**src/i2csm_map.vh**
```
// register map and field constants for the two-wire slave status and mask block
`ifndef I2CSM_MAP_VH
`define I2CSM_MAP_VH
`define I2CSM_ADR_STATUS 5'h00
`define I2CSM_ADR_MASK 5'h04
`define I2CSM_ADR_RXDATA 5'h08
`define I2CSM_ADR_TXDATA 5'h0c
`define I2CSM_ADR_OWNADDR 5'h10
`define I2CSM_ADR_IRQST 5'h14
`define I2CSM_ADR_IRQEN 5'h18
`define I2CSM_ADR_CTRL 5'h1c
`define I2CSM_BIT_TBF 0
`define I2CSM_BIT_RBF 1
`define I2CSM_BIT_RW 2
`define I2CSM_BIT_START 3
`define I2CSM_BIT_STOP 4
`define I2CSM_BIT_DATA 5
`define I2CSM_BIT_MATCH 6
`define I2CSM_MASK_RST 10'h000
`define I2CSM_OWNADDR_RST 10'h050
`define I2CSM_IRQ_W 5
`define I2CSM_IRQ_START 0
`define I2CSM_IRQ_STOP 1
`define I2CSM_IRQ_MATCH 2
`define I2CSM_IRQ_RXFULL 3
`define I2CSM_IRQ_TXDONE 4
`endif

```
**src/i2csm_top.v**
```verilog
// two-wire slave: bus condition detector, 7/10-bit masked address match, status and mask regs
//
// Functional notes
// - data/address flag clears on address match, sets on each further slave byte
// - status bit 4 is one when the last bus condition seen was a stop
// - status bit 3 is one when the last condition was start or repeated start
// - status bit 2 latches read/write bit after an address byte is received
// - receive-full bit 1 sets when a received byte enters the receive register
// - software read of the receive register clears receive-full
// - software write of the transmit register sets transmit-full bit 0
// - transmit-full clears when the held byte has been shifted out
// - mask bit one: that address position is ignored in matching
// - mask bit zero: that address position must equal own address bit
// - mask register bits 15 to 10 read as zero
`timescale 1ns/1ps
`include "i2csm_map.vh"
module i2csm_top (
  input wire clk_i, // system clock, 250 MHz
  input wire rst_i, // synchronous reset, active high
  input wire cyc_i, // wishbone cycle
  input wire stb_i, // wishbone strobe
  input wire we_i, // wishbone write enable
  input wire [3:0] sel_i, // wishbone byte selects
  input wire [4:0] adr_i, // wishbone byte address
  input wire [31:0] dat_i, // wishbone write data
  output reg [31:0] dat_o, // wishbone read data
  output reg ack_o, // wishbone acknowledge
  input wire scl_i, // serial clock pin level
  input wire sda_i, // serial data pin level
  output reg sda_oe_n_o, // sda drive enable, low pulls line low
  output reg irq_o // level interrupt
);
  // two-flop synchronisers for pins
  // the third flop of each chain is only history for edge detection;
  // nothing decodes the first flop, which may still be metastable
  reg scl_m_q, scl_s_q, scl_p_q, sda_m_q, sda_s_q, sda_p_q;
  always @(posedge clk_i) begin
    scl_m_q <= scl_i;
    scl_s_q <= scl_m_q;
    scl_p_q <= scl_s_q;
    sda_m_q <= sda_i;
    sda_s_q <= sda_m_q;
    sda_p_q <= sda_s_q;
  end
  // edges and bus conditions from the synchronised levels; start is sda
  // falling while scl stays high, stop is sda rising while scl stays high.
  // both need scl high for two samples, so a short scl glitch is no start
  wire scl_rise = scl_s_q & ~scl_p_q;
  wire scl_fall = ~scl_s_q & scl_p_q;
  wire start_det = scl_s_q & scl_p_q & sda_p_q & ~sda_s_q;
  wire stop_det = scl_s_q & scl_p_q & ~sda_p_q & sda_s_q;

  // masked compare, shared by both address bytes
  // a set mask bit removes that position from the compare; used selects
  // which positions the current byte carries, so the ten-bit header only
  // checks bits 9..8 and the second byte only bits 7..0
  // limitation: a mask of all ones matches every address in 7-bit mode and every ten-bit address in ten-bit mode
  function match_bits;
    input [9:0] a;
    input [9:0] own;
    input [9:0] msk;
    input [9:0] used;
    begin
      match_bits = ~|(((a ^ own) & ~msk) & used);
    end
  endfunction

  // byte engine states, one-hot:
  //   idle   - no transfer for us, sda released
  //   shift  - eight data or address bits, msb first
  //   ack    - byte complete, decide ack at the next scl fall
  //   ackchk - ninth clock; watch the master's ack on reads
  //   ignore - not addressed, or master nacked; wait for start or stop
  // one-hot costs a few flops but keeps every state decode to one bit
  localparam [4:0] S_IDLE = 5'h01;
  localparam [4:0] S_SHIFT = 5'h02;
  localparam [4:0] S_ACK = 5'h04;
  localparam [4:0] S_ACKCHK = 5'h08;
  localparam [4:0] S_IGNORE = 5'h10;

  // nbyte_q walks first address byte, second (ten-bit) byte, then data
  // rw_q, start_q, stop_q, data_q, match_q, rbf_q and tbf_q are the
  // status bits; they are separate flops so each has a single writer
  reg [4:0] st_q;
  reg [7:0] sh_q;
  reg [3:0] cnt_q;
  reg [1:0] nbyte_q; // 0 first addr, 1 second addr, 2 data
  reg ten_q; // full ten-bit address matched
  reg [7:0] rx_q, tx_q;
  reg [9:0] mask_q, own_q;
  reg ten_en_q;
  reg rw_q, start_q, stop_q, data_q, match_q, rbf_q, tbf_q;
  reg [`I2CSM_IRQ_W-1:0] ist_q, ien_q;
  // event pulses, high for one cycle, merged into the interrupt status;
  // written only by the byte engine, read only by the register process
  reg [`I2CSM_IRQ_W-1:0] ev_q;

  // bus decode; a request is taken once, then ack blocks a second take
  wire wb_req = cyc_i & stb_i & ~ack_o;
  wire wb_wr = wb_req & we_i & sel_i[0];
  wire wb_rd = wb_req & ~we_i;
  // bytev is the shift register with the bit being sampled now appended
  // used7, usedhi and usedlo pick the compared positions per address form
  wire [7:0] bytev = {sh_q[6:0], sda_s_q};
  wire [9:0] used7 = 10'h07f;
  wire [9:0] usedhi = 10'h300;
  wire [9:0] usedlo = 10'h0ff;

  // serial byte engine
  // runs entirely on the system clock; scl and sda are only seen through
  // the synchronisers, so an scl edge is acted on two to three cycles late.
  // at 250 MHz that is about 12 ns, far inside the low phase of any
  // standard bus speed, which is where sda may legally change.
  // start and stop take priority over the byte state machine: a condition
  // in mid-byte aborts the byte, which is what the bus requires.
  // rx full is cleared by a software read first and set by a load later
  // in the same pass, so a load in the same cycle wins over the read.
  // events are collected in ev_q and last exactly one cycle.
  always @(posedge clk_i) begin
    if (rst_i) begin
      st_q <= S_IDLE;
      sh_q <= 8'h00;
      cnt_q <= 4'h0;
      nbyte_q <= 2'h0;
      ten_q <= 1'b0;
      rx_q <= 8'h00;
      rw_q <= 1'b0;
      start_q <= 1'b0;
      stop_q <= 1'b0;
      data_q <= 1'b0;
      match_q <= 1'b0;
      rbf_q <= 1'b0;
      sda_oe_n_o <= 1'b1;
      ev_q <= {`I2CSM_IRQ_W{1'b0}};
    end else begin
      ev_q <= {`I2CSM_IRQ_W{1'b0}};
      // read clear first; a load later in this pass overrides it
      if (wb_rd && adr_i == `I2CSM_ADR_RXDATA) begin
        rbf_q <= 1'b0;
      end
      if (start_det) begin
        start_q <= 1'b1;
        stop_q <= 1'b0;
        ev_q[`I2CSM_IRQ_START] <= 1'b1;
        st_q <= S_SHIFT;
        cnt_q <= 4'h0;
        nbyte_q <= 2'h0;
        sda_oe_n_o <= 1'b1;
      end else if (stop_det) begin
        stop_q <= 1'b1;
        start_q <= 1'b0;
        ev_q[`I2CSM_IRQ_STOP] <= 1'b1;
        st_q <= S_IDLE;
        match_q <= 1'b0;
        ten_q <= 1'b0;
        sda_oe_n_o <= 1'b1;
      end else begin
        case (st_q)
          S_IDLE: begin
            sda_oe_n_o <= 1'b1;
          end
          S_SHIFT: begin
            // transmit path drives bit on falling edge
            // sda_oe_n low pulls the line, so a data one simply releases it
            if (scl_fall && match_q && rw_q && nbyte_q == 2'h2) begin
              sda_oe_n_o <= tx_q[3'h7 - cnt_q[2:0]];
            end else if (scl_fall) begin
              sda_oe_n_o <= 1'b1;
            end
            if (scl_rise) begin
              sh_q <= bytev;
              cnt_q <= cnt_q + 4'h1;
              if (cnt_q == 4'h7) begin
                st_q <= S_ACK;
              end
            end
          end
          S_ACK: begin
            // decide on the byte, drive ack from falling edge
            if (scl_fall) begin
              st_q <= S_ACKCHK;
              cnt_q <= 4'h0;
              sda_oe_n_o <= 1'b1;
              if (nbyte_q == 2'h0) begin
                if (ten_en_q && sh_q[7:3] == 5'b11110 &&
                    match_bits({sh_q[2:1], 8'h00}, own_q, mask_q, usedhi)) begin
                  if (ten_q && sh_q[0]) begin
                    // repeated start read after ten-bit write
                    match_q <= 1'b1;
                    rw_q <= 1'b1;
                    data_q <= 1'b0;
                    nbyte_q <= 2'h2;
                    ev_q[`I2CSM_IRQ_MATCH] <= 1'b1;
                  end else begin
                    rw_q <= sh_q[0];
                    nbyte_q <= 2'h1;
                  end
                  sda_oe_n_o <= 1'b0;
                end else if (!ten_en_q &&
                             match_bits({3'h0, sh_q[7:1]}, own_q, mask_q, used7)) begin
                  match_q <= 1'b1;
                  ten_q <= 1'b0;
                  rw_q <= sh_q[0];
                  data_q <= 1'b0;
                  nbyte_q <= 2'h2;
                  sda_oe_n_o <= 1'b0;
                  ev_q[`I2CSM_IRQ_MATCH] <= 1'b1;
                end else begin
                  st_q <= S_IGNORE;
                end
              end else if (nbyte_q == 2'h1) begin
                if (match_bits({2'h0, sh_q}, own_q, mask_q, usedlo)) begin
                  match_q <= 1'b1;
                  ten_q <= 1'b1;
                  data_q <= 1'b0;
                  nbyte_q <= 2'h2;
                  sda_oe_n_o <= 1'b0;
                  ev_q[`I2CSM_IRQ_MATCH] <= 1'b1;
                end else begin
                  st_q <= S_IGNORE;
                end
              end else if (!rw_q) begin
                // received data byte; nack if previous still unread
                // a nacked byte is lost; software must empty the buffer in time
                data_q <= 1'b1;
                if (!rbf_q) begin
                  rx_q <= sh_q;
                  rbf_q <= 1'b1;
                  ev_q[`I2CSM_IRQ_RXFULL] <= 1'b1;
                  sda_oe_n_o <= 1'b0;
                end
              end else begin
                data_q <= 1'b1;
                ev_q[`I2CSM_IRQ_TXDONE] <= 1'b1;
              end
            end
          end
          S_ACKCHK: begin
            // release after ninth clock; master nack ends a read
            if (scl_rise && rw_q && nbyte_q == 2'h2 && sda_s_q) begin
              st_q <= S_IGNORE;
            end else if (scl_fall) begin
              st_q <= S_SHIFT;
              sda_oe_n_o <= (match_q && rw_q && nbyte_q == 2'h2) ? tx_q[7] : 1'b1;
            end
          end
          S_IGNORE: begin
            sda_oe_n_o <= 1'b1;
          end
          default: begin
            st_q <= S_IDLE;
          end
        endcase
      end
    end
  end

  // software registers and transmit holding
  // writes need byte lane 0; lane 1 carries bits 9..8 of mask and own address
  // a write to the transmit register while a byte is on the wire replaces
  // it; software should wait for tx full to drop first
  always @(posedge clk_i) begin
    if (rst_i) begin
      tx_q <= 8'h00;
      tbf_q <= 1'b0;
      mask_q <= `I2CSM_MASK_RST;
      own_q <= `I2CSM_OWNADDR_RST;
      ten_en_q <= 1'b0;
      ien_q <= {`I2CSM_IRQ_W{1'b0}};
      ist_q <= {`I2CSM_IRQ_W{1'b0}};
    end else begin
      if (wb_wr && adr_i == `I2CSM_ADR_TXDATA) begin
        tx_q <= dat_i[7:0];
        tbf_q <= 1'b1;
      end else if (ev_q[`I2CSM_IRQ_TXDONE]) begin
        tbf_q <= 1'b0;
      end
      if (wb_wr && adr_i == `I2CSM_ADR_MASK) begin
        mask_q[7:0] <= dat_i[7:0];
        if (sel_i[1]) begin
          mask_q[9:8] <= dat_i[9:8];
        end
      end
      if (wb_wr && adr_i == `I2CSM_ADR_OWNADDR) begin
        own_q[7:0] <= dat_i[7:0];
        if (sel_i[1]) begin
          own_q[9:8] <= dat_i[9:8];
        end
      end
      if (wb_wr && adr_i == `I2CSM_ADR_CTRL) begin
        ten_en_q <= dat_i[0];
      end
      if (wb_wr && adr_i == `I2CSM_ADR_IRQEN) begin
        ien_q <= dat_i[`I2CSM_IRQ_W-1:0];
      end
      // set wins over write-one-to-clear
      ist_q <= (ist_q & ~((wb_wr && adr_i == `I2CSM_ADR_IRQST) ?
               dat_i[`I2CSM_IRQ_W-1:0] : {`I2CSM_IRQ_W{1'b0}})) | ev_q;
    end
  end

  // wishbone answer, one wait state; unmapped reads zero
  // register map, byte offsets on a 32-bit bus:
  //   00 status: b0 tx full, b1 rx full, b2 read/write, b3 start, b4 stop,
  //      b5 data/address, b6 addressed
  //   04 address mask, bits 9..0, upper bits read zero
  //   08 receive holding, read clears rx full
  //   0c transmit holding, write sets tx full
  //   10 own address, 7-bit mode uses bits 6..0
  //   14 interrupt status, write one to clear
  //   18 interrupt enable, same layout as status
  //   1c control, b0 selects ten-bit addressing
  // ack is a one-cycle pulse; masters must drop stb for a cycle between
  // requests. dat_o is zero outside ack so no stale value leaks out.
  // irq_o lags the status by one cycle because it is registered.
  always @(posedge clk_i) begin
    if (rst_i) begin
      ack_o <= 1'b0;
      dat_o <= 32'h00000000;
      irq_o <= 1'b0;
    end else begin
      ack_o <= wb_req;
      irq_o <= |(ist_q & ien_q);
      dat_o <= 32'h00000000;
      if (wb_rd) begin
        case (adr_i)
          `I2CSM_ADR_STATUS: dat_o <= {25'h0000000, match_q, data_q, stop_q,
                                      start_q, rw_q, rbf_q, tbf_q};
          `I2CSM_ADR_MASK: dat_o <= {22'h000000, mask_q};
          `I2CSM_ADR_RXDATA: dat_o <= {24'h000000, rx_q};
          `I2CSM_ADR_TXDATA: dat_o <= {24'h000000, tx_q};
          `I2CSM_ADR_OWNADDR: dat_o <= {22'h000000, own_q};
          `I2CSM_ADR_IRQST: dat_o <= {27'h0000000, ist_q};
          `I2CSM_ADR_IRQEN: dat_o <= {27'h0000000, ien_q};
          `I2CSM_ADR_CTRL: dat_o <= {31'h00000000, ten_en_q};
          default: dat_o <= 32'h00000000;
        endcase
      end
    end
  end
endmodule // i2csm_top

```
**config.mk**
```make
export PLATFORM = sky130hd
export DESIGN_NAME = i2csm_top
export DESIGN_NICKNAME = d
export VERILOG_FILES = /design/src/i2csm_top.v
export VERILOG_INCLUDE_DIRS = /design/src
export SDC_FILE = /design/constraint.sdc
export NUM_CORES = 1
export LEC_CHECK = 0
export ABC_AREA = 1
export BUFFER_PORTS_ARGS = -buffer_cell sky130_fd_sc_hd__buf_2
export CAP_MARGIN = 20
export CORE_ASPECT_RATIO = 0.7
export CORE_UTILIZATION = 55
export CTS_CLUSTER_SIZE = 16
export DETAILED_ROUTE_END_ITERATION = 10
export GPL_TIMING_DRIVEN = 0
export PLACE_DENSITY_LB_ADDON = 0.08
export SLEW_MARGIN = 20
export SYNTH_ARGS = -nofsm -noshare
export SYNTH_HDL_FRONTEND = slang
export SYNTH_SLANG_ARGS = --single-unit
```
**constraint.sdc**
```tcl
create_clock -name clk_i -period 2.7 [get_ports clk_i]
set_input_delay 0.27 -clock clk_i [delete_from_list [all_inputs] [get_ports clk_i]]
set_output_delay 0.27 -clock clk_i [all_outputs]
set_load 0.01 [all_outputs]
```
# Yosys cells after proc, flatten, opt, wreduce, memory -nomap -nowiden

Cells that the tools add are included.
Widths: inputs -> output; s select.

Flip-flop bits (word level): 120
Word-level logic and storage cells: 259
Output and inout bits: 35

Reduce and logical (&&, ||, !) cells: 57
Muxes and demuxes: 86
Equality and inequality tests: 37
Order comparisons: 1
Bitwise logic cells: 39
Add/subtract/negate cells: 2

Operator list:

| cell               | number |
|---|---|
| $pmux 10 s8        | 1 |
| $mux 1             | 60 |
| $mux 5             | 11 |
| $eq 5x5->1 const B | 6 |
| $reduce_and 7->1   | 3 |
| $pmux 5 s4         | 1 |
| $logic_and 1x1->1  | 19 |
| $mux 2             | 8 |
| $not 1->1          | 16 |
| $reduce_or 8->1    | 2 |
| $eq 5x4->1 const B | 3 |
| $ne 3x3->1 const B | 5 |
| $reduce_and 5->1   | 3 |
| $reduce_bool 2->1  | 7 |
| $reduce_or 7->1    | 2 |
| $and 1x1->1        | 12 |
| $ne 2x2->1 const B | 6 |
| $ne 4x4->1 const B | 3 |
| $reduce_and 6->1   | 2 |
| $and 10x10->10     | 1 |
| $and 5x5->5        | 2 |
| $eq 5x3->1 const B | 2 |
| $not 10->10        | 1 |
| $reduce_or 5->1    | 2 |
| other kinds (34)   | 44 |

# Longest topological paths before layout

Depth after elaboration: 13
Gate-level depth with buffers: 13
Gate-level depth less buffers: 13

# Worst setup path after synthesis

OpenSTA, ideal clock, no wires.

Path kind: register -> register
From: reg st_q[0]
To: reg cnt_q[3]
Setup slack: 1377 ps
Stages on the path, launching flop included: 10
Library setup time: 119 ps
Arrival: 1203 ps
Path through: dfxtp_1 -> nor2_2 -> nand3_4 -> nor2_4 -> buf_6 -> inv_2 -> nand2_2 -> nand4_1 -> o21ai_0 -> a21oi_1

Longest elaborated chain between the ends: 3
Elaborated cells on any way between the ends: 7
Those cells by class: 4 x eq/ne; 1 x mux; 2 x reduce/logical

RTL lines:

| element                                                          | line            | text |
|---|---|---|
| from (decl)                                                      | i2csm_top.v:84  | `reg [4:0] st_q;` |
| from (signal assigned)                                           | i2csm_top.v:121 | `st_q <= S_IDLE;` |
| from (signal assigned)                                           | i2csm_top.v:145 | `st_q <= S_SHIFT;` |
| from (signal assigned)                                           | i2csm_top.v:153 | `st_q <= S_IDLE;` |
| $eq 5x2->1 or $eq 5x3->1 (tied branches)                         | i2csm_top.v:158 | `case (st_q)` |
| $ne 2x2->1 (no source line) or $reduce_bool 2->1 (tied branches) | -               |  |
| $reduce_and 4->1 (no source line)                                | -               |  |
| to (signal assigned)                                             | i2csm_top.v:172 | `cnt_q <= cnt_q + 4'h1;` |
| to (decl)                                                        | i2csm_top.v:86  | `reg [3:0] cnt_q;` |

Parallel ways exist; a longest one is shown, timed or not.
A chain may end at the register's enable or synchronous reset.

# Worst setup path after layout

From: reg nbyte_q[1]
To: reg rx_q[7]

Longest elaborated chain between the ends: 3
Elaborated cells on any way between the ends: 5
Those cells by class: 1 x eq/ne; 2 x bitwise; 2 x reduce/logical

RTL lines:

| element                                       | line                             | text |
|---|---|---|
| from (decl)                                   | i2csm_top.v:87                   | `reg [1:0] nbyte_q;` |
| from (signal assigned)                        | i2csm_top.v:124                  | `nbyte_q <= 2'h0;` |
| from (signal assigned)                        | i2csm_top.v:147                  | `nbyte_q <= 2'h0;` |
| from (signal assigned)                        | i2csm_top.v:192                  | `nbyte_q <= 2'h2;` |
| $eq 2x1->1 or $logic_not 2->1 (tied branches) | i2csm_top.v:211, i2csm_top.v:184 |  |
| $not 1->1 (no source line)                    | -                                |  |
| $reduce_and 8->1 (no source line) (*)         | -                                |  |
| to (signal assigned)                          | i2csm_top.v:227                  | `rx_q <= sh_q;` |
| to (decl)                                     | i2csm_top.v:89                   | `reg [7:0] rx_q, tx_q;` |

Every way passes the cells marked *; elsewhere a longest branch is shown, timed or not.

==> impl_metrics.env <==
export IMPL_grt_pass1_wl_um=21800
export IMPL_grt_pass1_vias=4154
export IMPL_setup_viol=0
export IMPL_layout_common_cells="nand2_1 (130), dfxtp_1 (98), inv_1 (85)"
export IMPL_power_density_nw_per_um2=582
export IMPL_fin_crit_sh=0.688
export IMPL_die_width_um=113
export IMPL_drive_above_1_share=0.161
export IMPL_wl_per_cell_um=16.4
export IMPL_synth_top_area_cell="dfxtp_1"
export IMPL_syn_inst=671
export IMPL_viasPerCell=5.60
export IMPL_slowest_stage="nor3_1"
export IMPL_cp_top_family="simple AND/OR/NAND/NOR gates"
export IMPL_tightest_slew_ns=0.655
export IMPL_clkTransAtPathRegs_ns=0.07
export IMPL_critPathKind="reg2reg"
export IMPL_portBuffers=36
export IMPL_start_util=0.583
export IMPL_cts_tree="done"
export IMPL_final_common_cell="nand2_1"
export IMPL_setup_tns_ns=0
export IMPL_grt_max_degree=18
export IMPL_worstPathCellList="inv_1, nor3_1, nand2_1, buf_2, o21ai_0, a21oi_1"
export IMPL_r2r_slack_ns=0.84
export IMPL_drc=0
export IMPL_path_max_fanout=10
export IMPL_first_pass_iters=5
export IMPL_io_pins=83
export IMPL_vdd_ir_drop_max_v=0.000418
export IMPL_cp_required_ns=2.93
export IMPL_clockBufferDepth=2
export IMPL_rsz0062_at_grt="no"
export IMPL_netlist_top_cells_area="dfxtp_1 (42%), nand2_1 (10%), a21oi_1 (8.8%)"
export IMPL_slowest_delay_ns=0.40
export IMPL_skew_ns=0.00707
export IMPL_crit_path_start_kind="flop"
export IMPL_fin_crit_ns=1.86
export IMPL_nNetsFinal=788
export IMPL_clk_latency_ns=0.35
export IMPL_drt_iter0_drc=611
export IMPL_critPathArrivalTime_ns=2.09
export IMPL_ys_ff_latch=98
export IMPL_crit_buf_inv=2
export IMPL_cts_root_buf="clkbuf_16"
export IMPL_antenna_found_initial=0
export IMPL_diodes=0
export IMPL_gp_congestion=0.981
export IMPL_drt_total_wl_um=13900
export IMPL_hold_path_class="in2reg"
export IMPL_die_y_um=79.4
export IMPL_yosysUniqueCellTypes=35
export IMPL_grtUsageTotal=0.327
export IMPL_netlist_area_sq_um=4710
export IMPL_avgSynthCellArea_sq_um=7.02
export IMPL_relSlewSlack=0.561
export IMPL_cts_setup_buffers=0
export IMPL_fmax_mhz=538
export IMPL_yosys_area_top_type_share=0.417
export IMPL_vias=4730
export IMPL_h_tree_depth=3
export IMPL_cts_buffers=9
export IMPL_status="complete, no violations"
export IMPL_end_kind="flop"
export IMPL_final_max_slew_viol_count=0
export IMPL_row_count=27
export IMPL_yosys_warnings=0
export IMPL_syn2layout_area_growth_pct=14.6
export IMPL_cts_sinks=98
export IMPL_grt_overflow_total=0
export IMPL_finalHoldViolCount=0
export IMPL_dpl_hpwl_um=10600
export IMPL_cts_resized=0
export IMPL_nFillCells=728
export IMPL_cts_hold_buf=0
export IMPL_utilization=0.668
export IMPL_cap_violations=0
export IMPL_seq_area_frac_synth=0.417
export IMPL_p_leak_nw=2.36
export IMPL_drtAntennaViolNets=0
export IMPL_die_area_sq_um=8940
export IMPL_coreArea_sq_um=8070
-- cell usage after synthesis, drive strengths merged --
library cell,instances
o21ai,66
o211ai,2
nand3b,1
o22ai,4
xor2,1
inv,98
a31oi,5
nand3,49
a221oi,4
dfxtp,98
a211oi,1
nor2,69
a21oi,85
clkbuf,7
conb,1
nor3,7
o31ai,1
buf,27
o2bb2ai,1
nand2,136
nand4,6
ha,1
nor4,1
-- metrics by stage --
| stage | instances | instance area (sq um) | hold WS (ns) | setup WS [ns] | power (mW) |
|---|---|---|---|---|---|
| floorplan | 692 | 4790 | 0.298 | 1.38 | 1.76 |
| global placement | 829 | 5090 | 0.313 | 0.913 | 1.84 |
| detailed placement | 829 | 5090 | 0.312 | 0.952 | 1.85 |
| CTS | 845 | 5400 | 0.0132 | 0.928 | 3.15 |
| global route | 845 | 5400 | 0.0111 | 0.685 | 3.26 |
| finish | 845 | 5400 | 0.0195 | 0.842 | 3.14 |
-- state kept, by name, indices dropped and copies added, names as in the netlist, 2 cells and up --
name,cells
rx_q,8
nbyte_q,2
sh_q,8
cnt_q,4
ien_q,5
ev_q,5
mask_q,10
tx_q,8
own_q,10
st_q,5
dat_o,10
ist_q,5
-- layer usage --
| layer | vias to the layer above | share of wire | global-route usage |
|---|---|---|---|
| li1 | 2277 | - | - |
| met1 | 2140 | 0.45 | 0.478 |
| met2 | 296 | 0.41 | 0.486 |
| met3 | 17 | 0.13 | 0.0699 |
| met4 | 0 | 0.015 | 0.0867 |
| met5 | - | 0 | 0 |
-- report_power, final --
part	switching, mW	total, mW	internal, mW
clock network	0.585	1.31	0.725
registers	0.0231	1.50	1.47
logic	0.220	0.334	0.114
-- final timing paths --
kind | cells after the start | endpoint | from
max | 6 | rx_q[7] | nbyte_q[1]
min | 1 | sda_m_q | sda_i
max reg2reg | 6 | rx_q[7] | nbyte_q[1]
min reg2reg | 0 | scl_s_q | scl_m_q
-- cell type report --
type	count	area [sq um]	share of cell area
plain buffers	34	230	0.0427
clock buffers	9	225	0.0417
multi-input cells	462	2230	0.413
inverters	98	368	0.0682
clock inverters	7	76.3	0.0141
flip-flops and latches	98	1960	0.364
well taps	101	126	0.0234
repair buffers	36	180	0.0334
-- logic make-up (layout without fill, tap and decap cells) --
kind of cell    count (synthesis)  count (layout)  synth area share
compound gates                169             169             0.191
other cells                     1              22          0.000796
xor+xnor                        1               1           0.00186
flops                          98              98             0.417
fa+ha+maj                       1               1           0.00266
simple gates                  269             269             0.260
buf+inv                       132             184             0.127
No activity file was read; power rests on OpenSTA's default activity.
